===== src/common/twb_defines.svh =====
/*
 * constants of the serial to 2-wire command bridge: command codes, reply
 * codes, reset values, fifo shape and bus bit timing.
 * assumes a 10 MHz ref_clk and a host that sends whole 2-byte commands.
 */
// How it works
// - per-action mode and self-sequencing packet mode
// - single commands: start, stop, write, read
// - each single command replies its code plus 0x10, or 0xFA
// - packet commands only from revision 2.0
// - set-address command stores packet target address
// - target address kept until next set-address
// - set-address replies 0xB5, or 0xFA
// - device sets read/write bit itself
// - 0x8n packet write, n+1 data bytes
// - whole payload buffered before bus starts
// - start, address, memory address, data, stop
// - every byte acked echoes command, else 0xFA
// - 0x9n packet read, n+1 bytes
// - second read byte is start memory address
// - read begins with dummy write of address
// - repeated start then address with read bit
// - ack all read bytes but last; forward each
// - after data send command byte or 0xFA
// - single read returns data then 0xB2
`ifndef TWB_DEFINES_SVH
`define TWB_DEFINES_SVH

// ======================================================================
// command and reply codes
`define TWB_CODE_ERR      8'hFA
`define TWB_CMD_START     8'hA0
`define TWB_CMD_WRITE     8'hA1
`define TWB_CMD_READ      8'hA2
`define TWB_CMD_STOP      8'hA3
`define TWB_CMD_TOGGLE    8'hA4
`define TWB_CMD_SETADR    8'hA5
`define TWB_NIB_SINGLE    4'hA
`define TWB_NIB_PWRITE    4'h8
`define TWB_NIB_PREAD     4'h9
`define TWB_ACK_OFS       8'h10
`define TWB_RW_BIT        0

// ======================================================================
// revisions
`define TWB_REV_MAJOR     2
`define TWB_PKT_REV       2

// ======================================================================
// reset values and sizes
`define TWB_ADDR_RST      8'h00
`define TWB_FIFO_W        8
`define TWB_FIFO_D        16
`define TWB_TICK_W        8

// ======================================================================
// bus timing: quarter of a 10 us bit, rounded up to whole clocks
`define TWB_CLK_NS        100
`define TWB_QTR_NS        2500
`define TWB_QTR_CYC ((`TWB_QTR_NS + `TWB_CLK_NS - 1) / `TWB_CLK_NS)
`define TWB_BYTE_LAST     6'h23
`define TWB_START_LAST    6'h03
`define TWB_STOP_LAST     6'h02

`endif


===== src/common/twb_pkg.sv =====
/*
 * types of the serial to 2-wire command bridge.
 * assumes twb_defines.svh supplies the widths.
 */
`include "twb_defines.svh"

package twb_pkg;

   // =====================================================================
   // command sequencer states
   typedef enum logic [4:0] {
      ST_IDLE, ST_ARG, ST_PW_FILL, ST_START, ST_ADDR_W, ST_MEM, ST_PW_BYTE,
      ST_FLUSH, ST_RSTART, ST_ADDR_R, ST_PR_BYTE, ST_PR_SEND, ST_STOP,
      ST_IND, ST_RDATA, ST_REPLY
   } twb_st_t;

   // =====================================================================
   // bus engine operations
   typedef enum logic [2:0] {
      E_IDLE, E_START, E_STOP, E_WRITE, E_READ
   } twb_eop_t;

   // =====================================================================
   // whole state of the bridge
   typedef struct packed {
      twb_st_t                 st;
      logic [7:0]              cmd;
      logic [7:0]              arg;
      logic [7:0]              addr;
      logic [4:0]              cnt;
      logic                    err;
      logic                    launched;
      logic                    rx_ready;
      logic                    tx_valid;
      logic [7:0]              tx_data;
      twb_eop_t                e_op;
      logic [5:0]              e_step;
      logic [`TWB_TICK_W-1:0]  e_tick;
      logic [7:0]              e_sh;
      logic                    e_ack;
      logic                    e_nack;
      logic                    e_done;
      logic                    scl_oe;
      logic                    sda_oe;
      logic                    scl_m;
      logic                    scl_s;
      logic                    sda_m;
      logic                    sda_s;
   } twb_state_t;

endpackage : twb_pkg


===== src/design/twb_bridge.sv =====
/*
 * serial byte command interpreter driving a 2-wire bus as master.
 * assumes a host byte stream with valid/ready on the same clock and
 * open-drain scl/sda pins with external pullups.
 */
`timescale 1ns/1ps
`include "twb_defines.svh"

module twb_bridge #(
   parameter int REV_MAJOR = `TWB_REV_MAJOR,
   parameter int QTR_CYC   = `TWB_QTR_CYC
) (
   // clock and reset
   input  wire logic        ref_clk,
   input  wire logic        nrst,
   // host command bytes in
   input  wire logic        rx_valid,
   input  wire logic [7:0]  rx_data,
   output logic             rx_ready,
   // reply bytes out
   output logic             tx_valid,
   output logic [7:0]       tx_data,
   input  wire logic        tx_ready,
   // 2-wire clock pin
   input  wire logic        scl_in,
   output logic             scl_out,
   output logic             scl_oe,
   // 2-wire data pin
   input  wire logic        sda_in,
   output logic             sda_out,
   output logic             sda_oe
);

   localparam logic PKT_EN = (REV_MAJOR >= `TWB_PKT_REV);
   localparam logic [`TWB_TICK_W-1:0] TICK_END =
      `TWB_TICK_W'(QTR_CYC - 1);

   twb_pkg::twb_state_t  s_ff;
   twb_pkg::twb_state_t  nxt_s;
   logic                 fifo_push;
   logic                 fifo_pop;
   logic                 fifo_in_ready;
   logic                 fifo_out_valid;
   logic [7:0]           fifo_out_data;

   // ====================================================================
   // pin drive levels per step: {scl low, sda low}
   function automatic logic [1:0] lv(twb_pkg::twb_eop_t op,
                                     logic [5:0] st, logic [7:0] sh,
                                     logic ack, logic scl_now);
      logic [3:0] b;
      logic [1:0] ph;
      logic       clk_low;
      logic [1:0] r;
      b       = st[5:2];
      ph      = st[1:0];
      clk_low = (ph == 2'd0) || (ph == 2'd3);
      r       = 2'b00;
      case (op)
         twb_pkg::E_START: begin
            case (ph)
               2'd0:    r = {scl_now, 1'b0};
               2'd1:    r = 2'b00;
               2'd2:    r = 2'b01;
               default: r = 2'b11;
            endcase
         end
         twb_pkg::E_STOP: begin
            case (ph)
               2'd0:    r = {scl_now, 1'b1};
               2'd1:    r = 2'b01;
               default: r = 2'b00;
            endcase
         end
         twb_pkg::E_WRITE: begin
            r = {clk_low, (b < 4'd8) ? ~sh[3'(4'd7 - b)] : 1'b0};
         end
         twb_pkg::E_READ: begin
            r = {clk_low, (b == 4'd8) ? ack : 1'b0};
         end
         default: r = 2'b00;
      endcase
      return r;
   endfunction : lv

   function automatic logic [5:0] last_step(twb_pkg::twb_eop_t op);
      case (op)
         twb_pkg::E_START: return `TWB_START_LAST;
         twb_pkg::E_STOP:  return `TWB_STOP_LAST;
         default:          return `TWB_BYTE_LAST;
      endcase
   endfunction : last_step

   // ====================================================================
   // hand one operation to the bus engine
   function automatic twb_pkg::twb_state_t launch(
         twb_pkg::twb_state_t x, twb_pkg::twb_eop_t op,
         logic [7:0] sh, logic ack);
      twb_pkg::twb_state_t y;
      y          = x;
      y.launched = 1'b1;
      y.e_op     = op;
      y.e_step   = '0;
      y.e_tick   = '0;
      y.e_sh     = sh;
      y.e_ack    = ack;
      y.e_nack   = 1'b0;
      {y.scl_oe, y.sda_oe} = lv(op, 6'h00, sh, ack, x.scl_oe);
      return y;
   endfunction : launch

   // ====================================================================
   // reply code of the current command
   function automatic logic [7:0] reply(logic [7:0] cmd, logic err);
      if (err) begin
         return `TWB_CODE_ERR;
      end else if (cmd[7:4] == `TWB_NIB_SINGLE) begin
         return cmd + `TWB_ACK_OFS;
      end
      return cmd;
   endfunction : reply

   // ====================================================================
   // next state
   always_comb begin
      nxt_s        = s_ff;
      fifo_pop     = 1'b0;
      fifo_push    = 1'b0;
      nxt_s.e_done = 1'b0;
      // pins cross into this clock through two flops
      nxt_s.scl_m  = scl_in;
      nxt_s.scl_s  = s_ff.scl_m;
      nxt_s.sda_m  = sda_in;
      nxt_s.sda_s  = s_ff.sda_m;

      // bus engine; a held-low scl stretches the step
      if (s_ff.e_op != twb_pkg::E_IDLE && (s_ff.scl_oe || s_ff.scl_s))
      begin
         if (s_ff.e_tick == TICK_END) begin
            nxt_s.e_tick = '0;
            if (s_ff.e_step[1:0] == 2'd2) begin
               if (s_ff.e_op == twb_pkg::E_WRITE &&
                   s_ff.e_step[5:2] == 4'd8) begin
                  nxt_s.e_nack = s_ff.sda_s;
               end else if (s_ff.e_op == twb_pkg::E_READ &&
                            s_ff.e_step[5:2] < 4'd8) begin
                  nxt_s.e_sh = {s_ff.e_sh[6:0], s_ff.sda_s};
               end
            end
            if (s_ff.e_step == last_step(s_ff.e_op)) begin
               nxt_s.e_op   = twb_pkg::E_IDLE;
               nxt_s.e_done = 1'b1;
            end else begin
               nxt_s.e_step = s_ff.e_step + 6'h01;
               {nxt_s.scl_oe, nxt_s.sda_oe} =
                  lv(s_ff.e_op, s_ff.e_step + 6'h01, s_ff.e_sh,
                     s_ff.e_ack, s_ff.scl_oe);
            end
         end else begin
            nxt_s.e_tick = s_ff.e_tick + 1'b1;
         end
      end

      // command sequencer, one command at a time
      case (s_ff.st)
         twb_pkg::ST_IDLE: begin
            if (rx_valid && s_ff.rx_ready) begin
               nxt_s.cmd = rx_data;
               nxt_s.err = 1'b0;
               nxt_s.st  = twb_pkg::ST_ARG;
            end
         end
         twb_pkg::ST_ARG: begin
            if (rx_valid && s_ff.rx_ready) begin
               nxt_s.arg = rx_data;
               nxt_s.cnt = {1'b0, s_ff.cmd[3:0]} + 5'h01;
               if (PKT_EN && s_ff.cmd[7:4] == `TWB_NIB_PWRITE) begin
                  nxt_s.st = twb_pkg::ST_PW_FILL;
               end else if (PKT_EN &&
                            s_ff.cmd[7:4] == `TWB_NIB_PREAD) begin
                  nxt_s.st = twb_pkg::ST_START;
               end else if (PKT_EN && s_ff.cmd == `TWB_CMD_SETADR) begin
                  nxt_s.addr = rx_data;
                  nxt_s.st   = twb_pkg::ST_REPLY;
               end else if (s_ff.cmd >= `TWB_CMD_START &&
                            s_ff.cmd <= `TWB_CMD_TOGGLE) begin
                  nxt_s.st = twb_pkg::ST_IND;
               end else begin
                  nxt_s.err = 1'b1;
                  nxt_s.st  = twb_pkg::ST_REPLY;
               end
            end
         end
         twb_pkg::ST_PW_FILL: begin
            if (rx_valid && s_ff.rx_ready && fifo_in_ready) begin
               fifo_push = 1'b1;
               nxt_s.cnt = s_ff.cnt - 5'h01;
               if (s_ff.cnt == 5'h01) begin
                  nxt_s.st = twb_pkg::ST_START;
               end
            end
         end
         twb_pkg::ST_START, twb_pkg::ST_RSTART: begin
            if (!s_ff.launched) begin
               nxt_s = launch(nxt_s, twb_pkg::E_START, 8'h00, 1'b0);
            end else if (s_ff.e_done) begin
               nxt_s.launched = 1'b0;
               nxt_s.st = (s_ff.st == twb_pkg::ST_START) ?
                          twb_pkg::ST_ADDR_W : twb_pkg::ST_ADDR_R;
            end
         end
         twb_pkg::ST_ADDR_W: begin
            if (!s_ff.launched) begin
               nxt_s = launch(nxt_s, twb_pkg::E_WRITE,
                              {s_ff.addr[7:1], 1'b0}, 1'b0);
            end else if (s_ff.e_done) begin
               nxt_s.launched = 1'b0;
               if (nxt_s.e_nack) begin
                  nxt_s.err = 1'b1;
                  nxt_s.st  = s_ff.cmd[4] ? twb_pkg::ST_STOP
                                          : twb_pkg::ST_FLUSH;
               end else begin
                  nxt_s.st = twb_pkg::ST_MEM;
               end
            end
         end
         twb_pkg::ST_MEM: begin
            if (!s_ff.launched) begin
               nxt_s = launch(nxt_s, twb_pkg::E_WRITE,
                              s_ff.arg, 1'b0);
            end else if (s_ff.e_done) begin
               nxt_s.launched = 1'b0;
               if (nxt_s.e_nack) begin
                  nxt_s.err = 1'b1;
                  nxt_s.st  = s_ff.cmd[4] ? twb_pkg::ST_STOP
                                          : twb_pkg::ST_FLUSH;
               end else begin
                  nxt_s.st  = s_ff.cmd[4] ? twb_pkg::ST_RSTART
                                          : twb_pkg::ST_PW_BYTE;
               end
            end
         end
         twb_pkg::ST_PW_BYTE: begin
            if (!s_ff.launched) begin
               if (fifo_out_valid) begin
                  fifo_pop = 1'b1;
                  nxt_s = launch(nxt_s, twb_pkg::E_WRITE,
                                 fifo_out_data, 1'b0);
               end else begin
                  nxt_s.st = twb_pkg::ST_STOP;
               end
            end else if (s_ff.e_done) begin
               nxt_s.launched = 1'b0;
               if (nxt_s.e_nack) begin
                  nxt_s.err = 1'b1;
                  nxt_s.st  = twb_pkg::ST_FLUSH;
               end
            end
         end
         twb_pkg::ST_FLUSH: begin
            // leftover payload must go, or the next packet would see it
            if (fifo_out_valid) begin
               fifo_pop = 1'b1;
            end else begin
               nxt_s.st = twb_pkg::ST_STOP;
            end
         end
         twb_pkg::ST_ADDR_R: begin
            if (!s_ff.launched) begin
               nxt_s = launch(nxt_s, twb_pkg::E_WRITE,
                              {s_ff.addr[7:1], 1'b1}, 1'b0);
            end else if (s_ff.e_done) begin
               nxt_s.launched = 1'b0;
               nxt_s.err = nxt_s.e_nack;
               nxt_s.st  = nxt_s.e_nack ? twb_pkg::ST_STOP
                                        : twb_pkg::ST_PR_BYTE;
            end
         end
         twb_pkg::ST_PR_BYTE: begin
            if (!s_ff.launched) begin
               nxt_s = launch(nxt_s, twb_pkg::E_READ, 8'h00,
                              (s_ff.cnt != 5'h01));
            end else if (s_ff.e_done) begin
               nxt_s.launched = 1'b0;
               nxt_s.cnt = s_ff.cnt - 5'h01;
               nxt_s.st  = twb_pkg::ST_PR_SEND;
            end
         end
         twb_pkg::ST_STOP: begin
            if (!s_ff.launched) begin
               nxt_s = launch(nxt_s, twb_pkg::E_STOP, 8'h00, 1'b0);
            end else if (s_ff.e_done) begin
               nxt_s.launched = 1'b0;
               nxt_s.st = twb_pkg::ST_REPLY;
            end
         end
         twb_pkg::ST_IND: begin
            if (!s_ff.launched) begin
               case (s_ff.cmd)
                  `TWB_CMD_START:
                     nxt_s = launch(nxt_s, twb_pkg::E_START, 8'h00, 1'b0);
                  `TWB_CMD_WRITE:
                     nxt_s = launch(nxt_s, twb_pkg::E_WRITE, s_ff.arg, 1'b0);
                  `TWB_CMD_READ:
                     nxt_s = launch(nxt_s, twb_pkg::E_READ, 8'h00,
                                    s_ff.arg[0]);
                  `TWB_CMD_STOP:
                     nxt_s = launch(nxt_s, twb_pkg::E_STOP, 8'h00, 1'b0);
                  // nine released clocks end in a nack
                  default:
                     nxt_s = launch(nxt_s, twb_pkg::E_READ, 8'h00, 1'b0);
               endcase
            end else if (s_ff.e_done) begin
               nxt_s.launched = 1'b0;
               nxt_s.err = (s_ff.cmd == `TWB_CMD_WRITE) && nxt_s.e_nack;
               nxt_s.st  = (s_ff.cmd == `TWB_CMD_READ) ? twb_pkg::ST_RDATA
                                                       : twb_pkg::ST_REPLY;
            end
         end
         twb_pkg::ST_PR_SEND, twb_pkg::ST_RDATA, twb_pkg::ST_REPLY: begin
            if (!s_ff.tx_valid) begin
               nxt_s.tx_valid = 1'b1;
               nxt_s.tx_data  = (s_ff.st == twb_pkg::ST_REPLY) ?
                                reply(s_ff.cmd, s_ff.err)
                                : s_ff.e_sh;
            end else if (tx_ready) begin
               nxt_s.tx_valid = 1'b0;
               case (s_ff.st)
                  twb_pkg::ST_PR_SEND:
                     nxt_s.st = (s_ff.cnt == 5'h00) ? twb_pkg::ST_STOP
                                                    : twb_pkg::ST_PR_BYTE;
                  twb_pkg::ST_RDATA:
                     nxt_s.st = twb_pkg::ST_REPLY;
                  default:
                     nxt_s.st = twb_pkg::ST_IDLE;
               endcase
            end
         end
         default: nxt_s.st = twb_pkg::ST_IDLE;
      endcase

      // take bytes only while a command is being gathered
      case (nxt_s.st)
         twb_pkg::ST_IDLE, twb_pkg::ST_ARG: nxt_s.rx_ready = 1'b1;
         twb_pkg::ST_PW_FILL:
            nxt_s.rx_ready = fifo_in_ready && !(fifo_push &&
                             s_ff.cnt == 5'h01);
         default: nxt_s.rx_ready = 1'b0;
      endcase
   end

   // ====================================================================
   // state register; packet address kept across commands
   always_ff @(posedge ref_clk or negedge nrst) begin
      if (!nrst) begin
         s_ff <= '0;
      end else begin
         s_ff <= nxt_s;
      end
   end

   // ====================================================================
   // packet write payload buffer
   twb_fifo #(
      .W (`TWB_FIFO_W),
      .D (`TWB_FIFO_D)
   ) u_fifo (
      .ref_clk   (ref_clk),
      .nrst      (nrst),
      .in_valid  (fifo_push),
      .in_data   (rx_data),
      .in_ready  (fifo_in_ready),
      .out_valid (fifo_out_valid),
      .out_data  (fifo_out_data),
      .out_ready (fifo_pop)
   );

   // ====================================================================
   // outputs; open-drain pins only ever pull low
   assign rx_ready = s_ff.rx_ready;
   assign tx_valid = s_ff.tx_valid;
   assign tx_data  = s_ff.tx_data;
   assign scl_oe   = s_ff.scl_oe;
   assign sda_oe   = s_ff.sda_oe;
   assign scl_out  = 1'b0;
   assign sda_out  = 1'b0;

endmodule : twb_bridge


===== src/design/twb_fifo.sv =====
/*
 * payload fifo with valid/ready on both sides.
 * assumes one clock; the reader may stall, so it really fills.
 */
`timescale 1ns/1ps
`include "twb_defines.svh"

module twb_fifo #(
   parameter int W = `TWB_FIFO_W,
   parameter int D = `TWB_FIFO_D
) (
   // clock and reset
   input  wire logic         ref_clk,
   input  wire logic         nrst,
   // fill side
   input  wire logic         in_valid,
   input  wire logic [W-1:0] in_data,
   output logic              in_ready,
   // drain side
   output logic              out_valid,
   output logic [W-1:0]      out_data,
   input  wire logic         out_ready
);

   localparam int AW = (D > 1) ? $clog2(D) : 1;

   typedef struct packed {
      logic [AW-1:0] wp;
      logic [AW-1:0] rp;
      logic [AW:0]   num;
   } twb_fifo_st_t;

   twb_fifo_st_t  s_ff;
   twb_fifo_st_t  nxt_s;
   logic [W-1:0]  mem [D];
   logic          push;
   logic          pop;

   // ====================================================================
   // flags and next state
   assign in_ready  = (s_ff.num != (AW+1)'(D));
   assign out_valid = (s_ff.num != '0);
   assign out_data  = mem[s_ff.rp];
   assign push      = in_valid && in_ready;
   assign pop       = out_valid && out_ready;

   always_comb begin
      nxt_s = s_ff;
      if (push) begin
         nxt_s.wp = (s_ff.wp == AW'(D-1)) ? '0 : s_ff.wp + 1'b1;
      end
      if (pop) begin
         nxt_s.rp = (s_ff.rp == AW'(D-1)) ? '0 : s_ff.rp + 1'b1;
      end
      if (push && !pop) begin
         nxt_s.num = s_ff.num + 1'b1;
      end else if (pop && !push) begin
         nxt_s.num = s_ff.num - 1'b1;
      end
   end

   // ====================================================================
   // registers
   always_ff @(posedge ref_clk or negedge nrst) begin
      if (!nrst) begin
         s_ff <= '0;
      end else begin
         s_ff <= nxt_s;
      end
   end

   always_ff @(posedge ref_clk) begin
      if (push) begin
         mem[s_ff.wp] <= in_data;
      end
   end

endmodule : twb_fifo


===== config.mk =====
export PLATFORM = sky130hd
export DESIGN_NAME = twb_bridge
export DESIGN_NICKNAME = d
export VERILOG_FILES = /design/src/common/twb_pkg.sv /design/src/design/twb_bridge.sv /design/src/design/twb_fifo.sv
export VERILOG_INCLUDE_DIRS = /design/src /design/src/common
export SDC_FILE = /design/constraint.sdc
export NUM_CORES = 1
export LEC_CHECK = 0
export BUFFER_PORTS_ARGS = -buffer_cell sky130_fd_sc_hd__buf_2
export CORE_ASPECT_RATIO = 0.5
export CORE_MARGIN = 1
export CORE_UTILIZATION = 36
export CTS_CLUSTER_DIAMETER = 100
export CTS_CLUSTER_SIZE = 14
export DETAILED_ROUTE_END_ITERATION = 10
export PLACE_DENSITY_LB_ADDON = 0.15
export SLEW_MARGIN = 10
export SYNTH_ARGS = -nofsm -noshare
export SYNTH_HDL_FRONTEND = slang
export SYNTH_SLANG_ARGS = --single-unit

===== constraint.sdc =====
create_clock -name ref_clk -period 3.9 [get_ports ref_clk]
set_input_delay 0.195 -clock ref_clk [delete_from_list [all_inputs] [get_ports ref_clk]]
set_output_delay 0.195 -clock ref_clk [all_outputs]
set_load 0.05 [all_outputs]

[Word level (Yosys, flattened, before mapping)]
Memories as Yosys holds them, arrays and structs flattened.
Index checks and enable logic that the tools add are counted.
Storage, ports and cells
  output and inout bits: 14
  input port bits: 14
  flip-flop bits (word level): 93
  memory bits (writable): 128
  memories kept: 1
  logic and storage cells: 290
Cells by class
  order comparisons: 5
  mux-type cells: 127
  reductions and logical operators: 40
  bitwise operators: 15
  add/sub/neg operators: 10
  eq/ne operators: 66
Memories
  u_fifo.mem: depth 16, width 8, rd ports 1, clocked after memory_dff 0, wr ports 1, line twb_fifo.sv:35  | logic [W-1:0] mem [D];
Operators by type and width (number)
  $pmux 34 s8: 1
  $mux 34: 7
  $mux 5: 31
  $pmux 34 s4: 1
  $mux 8: 13
  $pmux 9 s9: 1
  $pmux 5 s13: 1
  $mux 29: 2
  $pmux 16 s3: 1
  $mux 45: 1
  $mux 44: 1
  $ne 2x2->1 const B: 22
  $eq 5x4->1 const B: 8
  $eq 8x8->1 const B: 5
  $mux 4: 9
  $eq 4x4->1 const B: 7
  $mux 1: 27
  $mux 25: 1
  $pmux 5 s5: 1
  $pmux 8 s3: 1
  $mux 22: 1
  $eq 5x3->1 const B: 4
  $reduce_and 10->1: 2
  $mux 2: 9
  54 further kinds: 106

[Depth between registers and ports, before layout]
  depth after elaboration: 17
  depth in mapped cells: 14
  mapped depth without buffers: 13

[Cells and area by module]
Synthesis repeated with hierarchy kept, for this count alone.
Second synthesis, totals
  cell total of the unflattened synthesis: 914
  area total of the unflattened synthesis: 11249.5 um^2
By module, submodules not included
  twb_fifo: cells each 294, seq. area each 4169.0 um^2, area each 5803.1 um^2, instances 1
  twb_bridge: cells each 620, seq. area each 1976.9 um^2, area each 5446.5 um^2, instances 1

[Worst setup path after synthesis]
Ideal clock, no wire load.
  kind: flip-flop to flip-flop
  from: reg s_ff[76] (netlist bit)
  to: reg u_fifo.s_ff[4] (netlist bit)
  clock period less this slack: 3.008 ns
  setup time: 0.125 ns
  slack: 0.892 ns
  data required time: 3.775 ns
  cell stages (with the launch flop): 15
  path buffers: 1
  data arrival time: 2.882 ns
  cells stage by stage: dfrtp_1 > buf_2 > or3b_1 > nor2_2 > nand2_1 > o21bai_2 > inv_1 > ha_1 > inv_1 > ha_1 > a21o_1 > a21oi_1 > xnor2_1 > nor2_1 > xor2_1
Between the ends
  cells in the longest elaborated chain, start to end: 6
  elaborated cells on any way between the ends: 13
  classes of those cells: 3 x eq/ne; 3 x mux; 7 x reduce/logical
Ends and longest elaborated chain
  start: declaration: line twb_bridge.sv:38  | twb_pkg::twb_state_t s_ff;
  start signal: assignment: line twb_bridge.sv:358  | s_ff <= nxt_s;
  $eq 5x3->1 or $eq 5x2->1 (tied branches): line twb_bridge.sv:165  | case (s_ff.st)
  $pmux 1 s2 or $mux 1 (tied branches): line twb_bridge.sv:165
  $logic_and 1x1->1, on equally long branches: line twb_fifo.sv:45, twb_fifo.sv:44
  $logic_not 1->1, on equally long branches: line twb_fifo.sv:55, twb_fifo.sv:57
  $logic_and 1x1->1, on equally long branches: line twb_fifo.sv:55, twb_fifo.sv:57
  $mux 5 or $reduce_bool 2->1 (tied branches)
  end signal: assignment: line twb_fifo.sv:68  | s_ff <= nxt_s;
  end: declaration: line twb_fifo.sv:33  | twb_fifo_st_t s_ff;
Several ways; a longest one is shown, not always the timed one.
A chain may end at the register's enable or synchronous reset.

[Final worst setup path]
  from: reg u_fifo.s_ff[0] (netlist bit)
  to: reg u_fifo.s_ff[4] (netlist bit)
Between the ends
  cells in the longest elaborated chain, start to end: 8
  elaborated cells on any way between the ends: 19
  classes of those cells: 2 x add/sub; 1 x eq/ne; 7 x mux; 9 x reduce/logical
Ends and longest elaborated chain (line)
  $reduce_bool 5->1 or $ne 5x5->1 (tied branches): twb_fifo.sv:42, twb_fifo.sv:41
  $mux 1 or $logic_and 1x1->1 (tied branches): twb_bridge.sv:245, twb_bridge.sv:262, twb_bridge.sv:195
  $mux 1, on equally long branches: twb_bridge.sv:244, twb_bridge.sv:195
  $pmux 1 s2 or $mux 1 (tied branches): twb_bridge.sv:165
  $logic_and 1x1->1, on equally long branches: twb_fifo.sv:45, twb_fifo.sv:44
  $logic_not 1->1, on equally long branches: twb_fifo.sv:55, twb_fifo.sv:57
  $logic_and 1x1->1, on equally long branches: twb_fifo.sv:55, twb_fifo.sv:57
  $mux 5 or $reduce_bool 2->1 (tied branches)
Several ways; a longest one is shown, not always the timed one. The select of a mux whose other input is x is not followed.

==> impl_metrics.json <==
{
  "antenna_found_initial": 0,
  "wire_per_inst_um": 21.34,
  "postCtsSetupRepairBufs": 0,
  "whs_ns": 0.1109,
  "cpMostUsedCell": "inv_1",
  "crit_family": "simple AND/OR/NAND/NOR gates",
  "drt-initial-drc-count": 631,
  "worst_slew_pin_slew_ns": 0.9137,
  "drt_wl_total_um": 29300,
  "maxCapViolations": 0,
  "p_leak_nw": 4.472,
  "rows": 45,
  "syn_to_final_growth_pct": 10.40,
  "rsz0062_at_grt": "no",
  "cts_buffers": 19,
  "synthCells": 918,
  "relSlewSlack_pct": 38.62,
  "power_mw": 6.852,
  "async_flop_share_pct": 41.82,
  "yosys-top-cells-area": "edfxtp_1 34%, dfrtp_1 21%, mux4_2 8.0%",
  "yosysTopAreaCellShare_pct": 34.34,
  "crit_type": "reg -> reg",
  "n_fill_cell": 2883,
  "cts_sinks": 220,
  "finClkSkew_ns": 0.02513,
  "path_clk_slew_ns": 0.07,
  "antenna_left": 0,
  "yosys.area.top_type": "edfxtp_1",
  "cts_buffer_depth": 3,
  "drtPass1Iterations": 5,
  "outcome": "finished clean",
  "synth_commonest_cells": "128 x edfxtp_1, 92 x dfrtp_1, 76 x nand2_1",
  "fp.dieH_um": 126.7,
  "multiInputGateArea_sq_um": 4607,
  "seqCellArea_sq_um": 6147,
  "synth_area_per_cell_sq_um": 12.19,
  "path_buf_inv": 2,
  "ir_drop_v": 0.0002487,
  "period_needed_ns": 3.236,
  "hold_path_class": "in -> reg",
  "overflow": 0,
  "finalHoldViolations": 0,
  "synth_ff_type": "edfxtp_1",
  "synth_edf_count": 128,
  "grt_pass1_wl_um": 45420,
  "cts-htree-levels": 1,
  "layout.nets": 981,
  "post_route_cells_drive_above_1_share_pct": 17.47,
  "end_kind": "flip-flop",
  "ys_ff_latch": 220,
  "finalSetupViolCount": 0,
  "antenna_cells": 0,
  "grt_pass1_vias": 7425,
  "required_ns": 4.30,
  "drv_slew": 0,
  "die-width_um": 251.4,
  "max_freq_mhz": 309.0,
  "period_share_pct": 82.98,
  "io_buffers": 25,
  "crit_path_start_kind": "flip-flop",
  "initial_core_util_pct": 36.74,
  "powerDensity_nw_per_um2": 554.6,
  "final_cells": 1373,
  "design_area_sq_um": 12360,
  "core-area_sq_um": 30460,
  "root_buffer": "clkbuf_16",
  "dp.cells": 1339,
  "tns_ns": 0,
  "clk_latency_ns": 0.52,
  "vias_per_cell": 5.472,
  "ys_types": 82,
  "drc_errors": 0,
  "crit_slowest_cell": "fa_1",
  "worst-path-max-fanout": 6,
  "post-synth-top-count-cell": "edfxtp_1",
  "gp_congestion": 0.9547,
  "grt_max_degree": 61,
  "hpwl_um": 20650,
  "postPlaceCellArea_sq_um": 11780,
  "netlist_area_sq_um": 11190,
  "worstPathArrival_ns": 3.64,
  "max_stage_delay_ns": 0.47,
  "track_usage_pct": 18.77,
  "ios": 28,
  "yosysSeqAreaShare_pct": 54.91,
  "die_area_sq_um": 31840,
  "vias": 7513,
  "yosys_warnings": 0,
  "cts_tree": "built",
  "worstPathCellList": "nor4_2, nand2b_1, and3_1, o21bai_2, inv_1, ha_1, inv_1, fa_1, a21o_1, a21oi_1, xnor2_1, nor2_1, xor2_1"
}
-- path summary, 6_finish.rpt --
check                          startpoint                to  slack (ns)  cells past startpoint
hold / removal                 rx_data[6]  u_fifo.mem[4][6]        0.11                      1
setup / recovery           u_fifo.s_ff[0]    u_fifo.s_ff[4]        0.66                     13
setup reg to reg           u_fifo.s_ff[0]    u_fifo.s_ff[4]        0.66                     13
hold reg to reg                   s_ff[1]           s_ff[0]        0.35                      0
min in group asynchronous            nrst            scl_oe        0.32                      2
max in group asynchronous            nrst          s_ff[69]        2.62                      3
-- logic make-up after synthesis --
logic type	count (synthesis)	synth area share [%]
DFF	220	54.91
AOI/OAI and AO/OA	187	11.12
and+or+nand+nor	285	12.80
buffers and inverters	91	3.991
other	1	0.03351
adders and majority gates	28	3.175
muxes	80	11.93
xor gates and xnor gates	26	2.035
-- what timing repair did --
item,4_1_cts,5_1_grt
hold endpoints to repair,61,0
gates resized for setup,0,0
hold buffers,3,0
-- sequential cells by signal, indices dropped and copies added (netlist names) --
signal and count:
u_fifo.mem 128, s_ff 67, u_fifo.s_ff 13, tx_data 8, rx_ready 1, scl_oe 1, sda_oe 1, tx_valid 1
-- area by class of cell --
class	count	share of cell area, %
sequential	220	49.75
inverter	26	0.7899
tap	423	4.284
timing repair buffer	64	3.463
clock inverter	1	0.07089
clock buffer	30	4.354
multi-input combinational	609	37.29
-- metal layers --
layer  vias to the layer above  part of all wire, %  global-route usage, %
met3                        42                  6.1                  3.345
met4                         0                  1.7                  3.551
li1                       3475                    -                      -
met1                      3775                   46                  26.73
met5                         -                    0                      0
met2                       221                   46                  30.28
-- per-stage QoR --
stage | setup WS [ns] | utilization (%)
6_report | 0.6639 | 40.56
5_1_grt | 0.4476 | 40.56
4_1_cts | 0.6417 | 40.56
3_5_place_dp | 0.6769 | 38.67
3_3_place_gp | 0.7748 | 38.67
2_1_floorplan | 0.8924 | -
-- cells in the final DEF (no fill, tap or decap), types with 20 or more instances in the layout --
master and instances:
nor3_1 28, buf_4 37, clkbuf_16 20, mux2_2 27
mux4_2 40, dfrtp_1 91, ha_1 26, o21ai_0 45
edfxtp_1 128, buf_2 24, nor2_1 72, inv_1 26
nand3_1 20, nand2_1 76, a21oi_1 45
-- report_power, final --
group	total, mW	internal (mW)	switching [mW]
Clock	1.80	0.948	0.856
Combinational	1.94	0.830	1.11
Sequential	3.11	2.71	0.404
No activity file was read; power rests on OpenSTA's default activity.
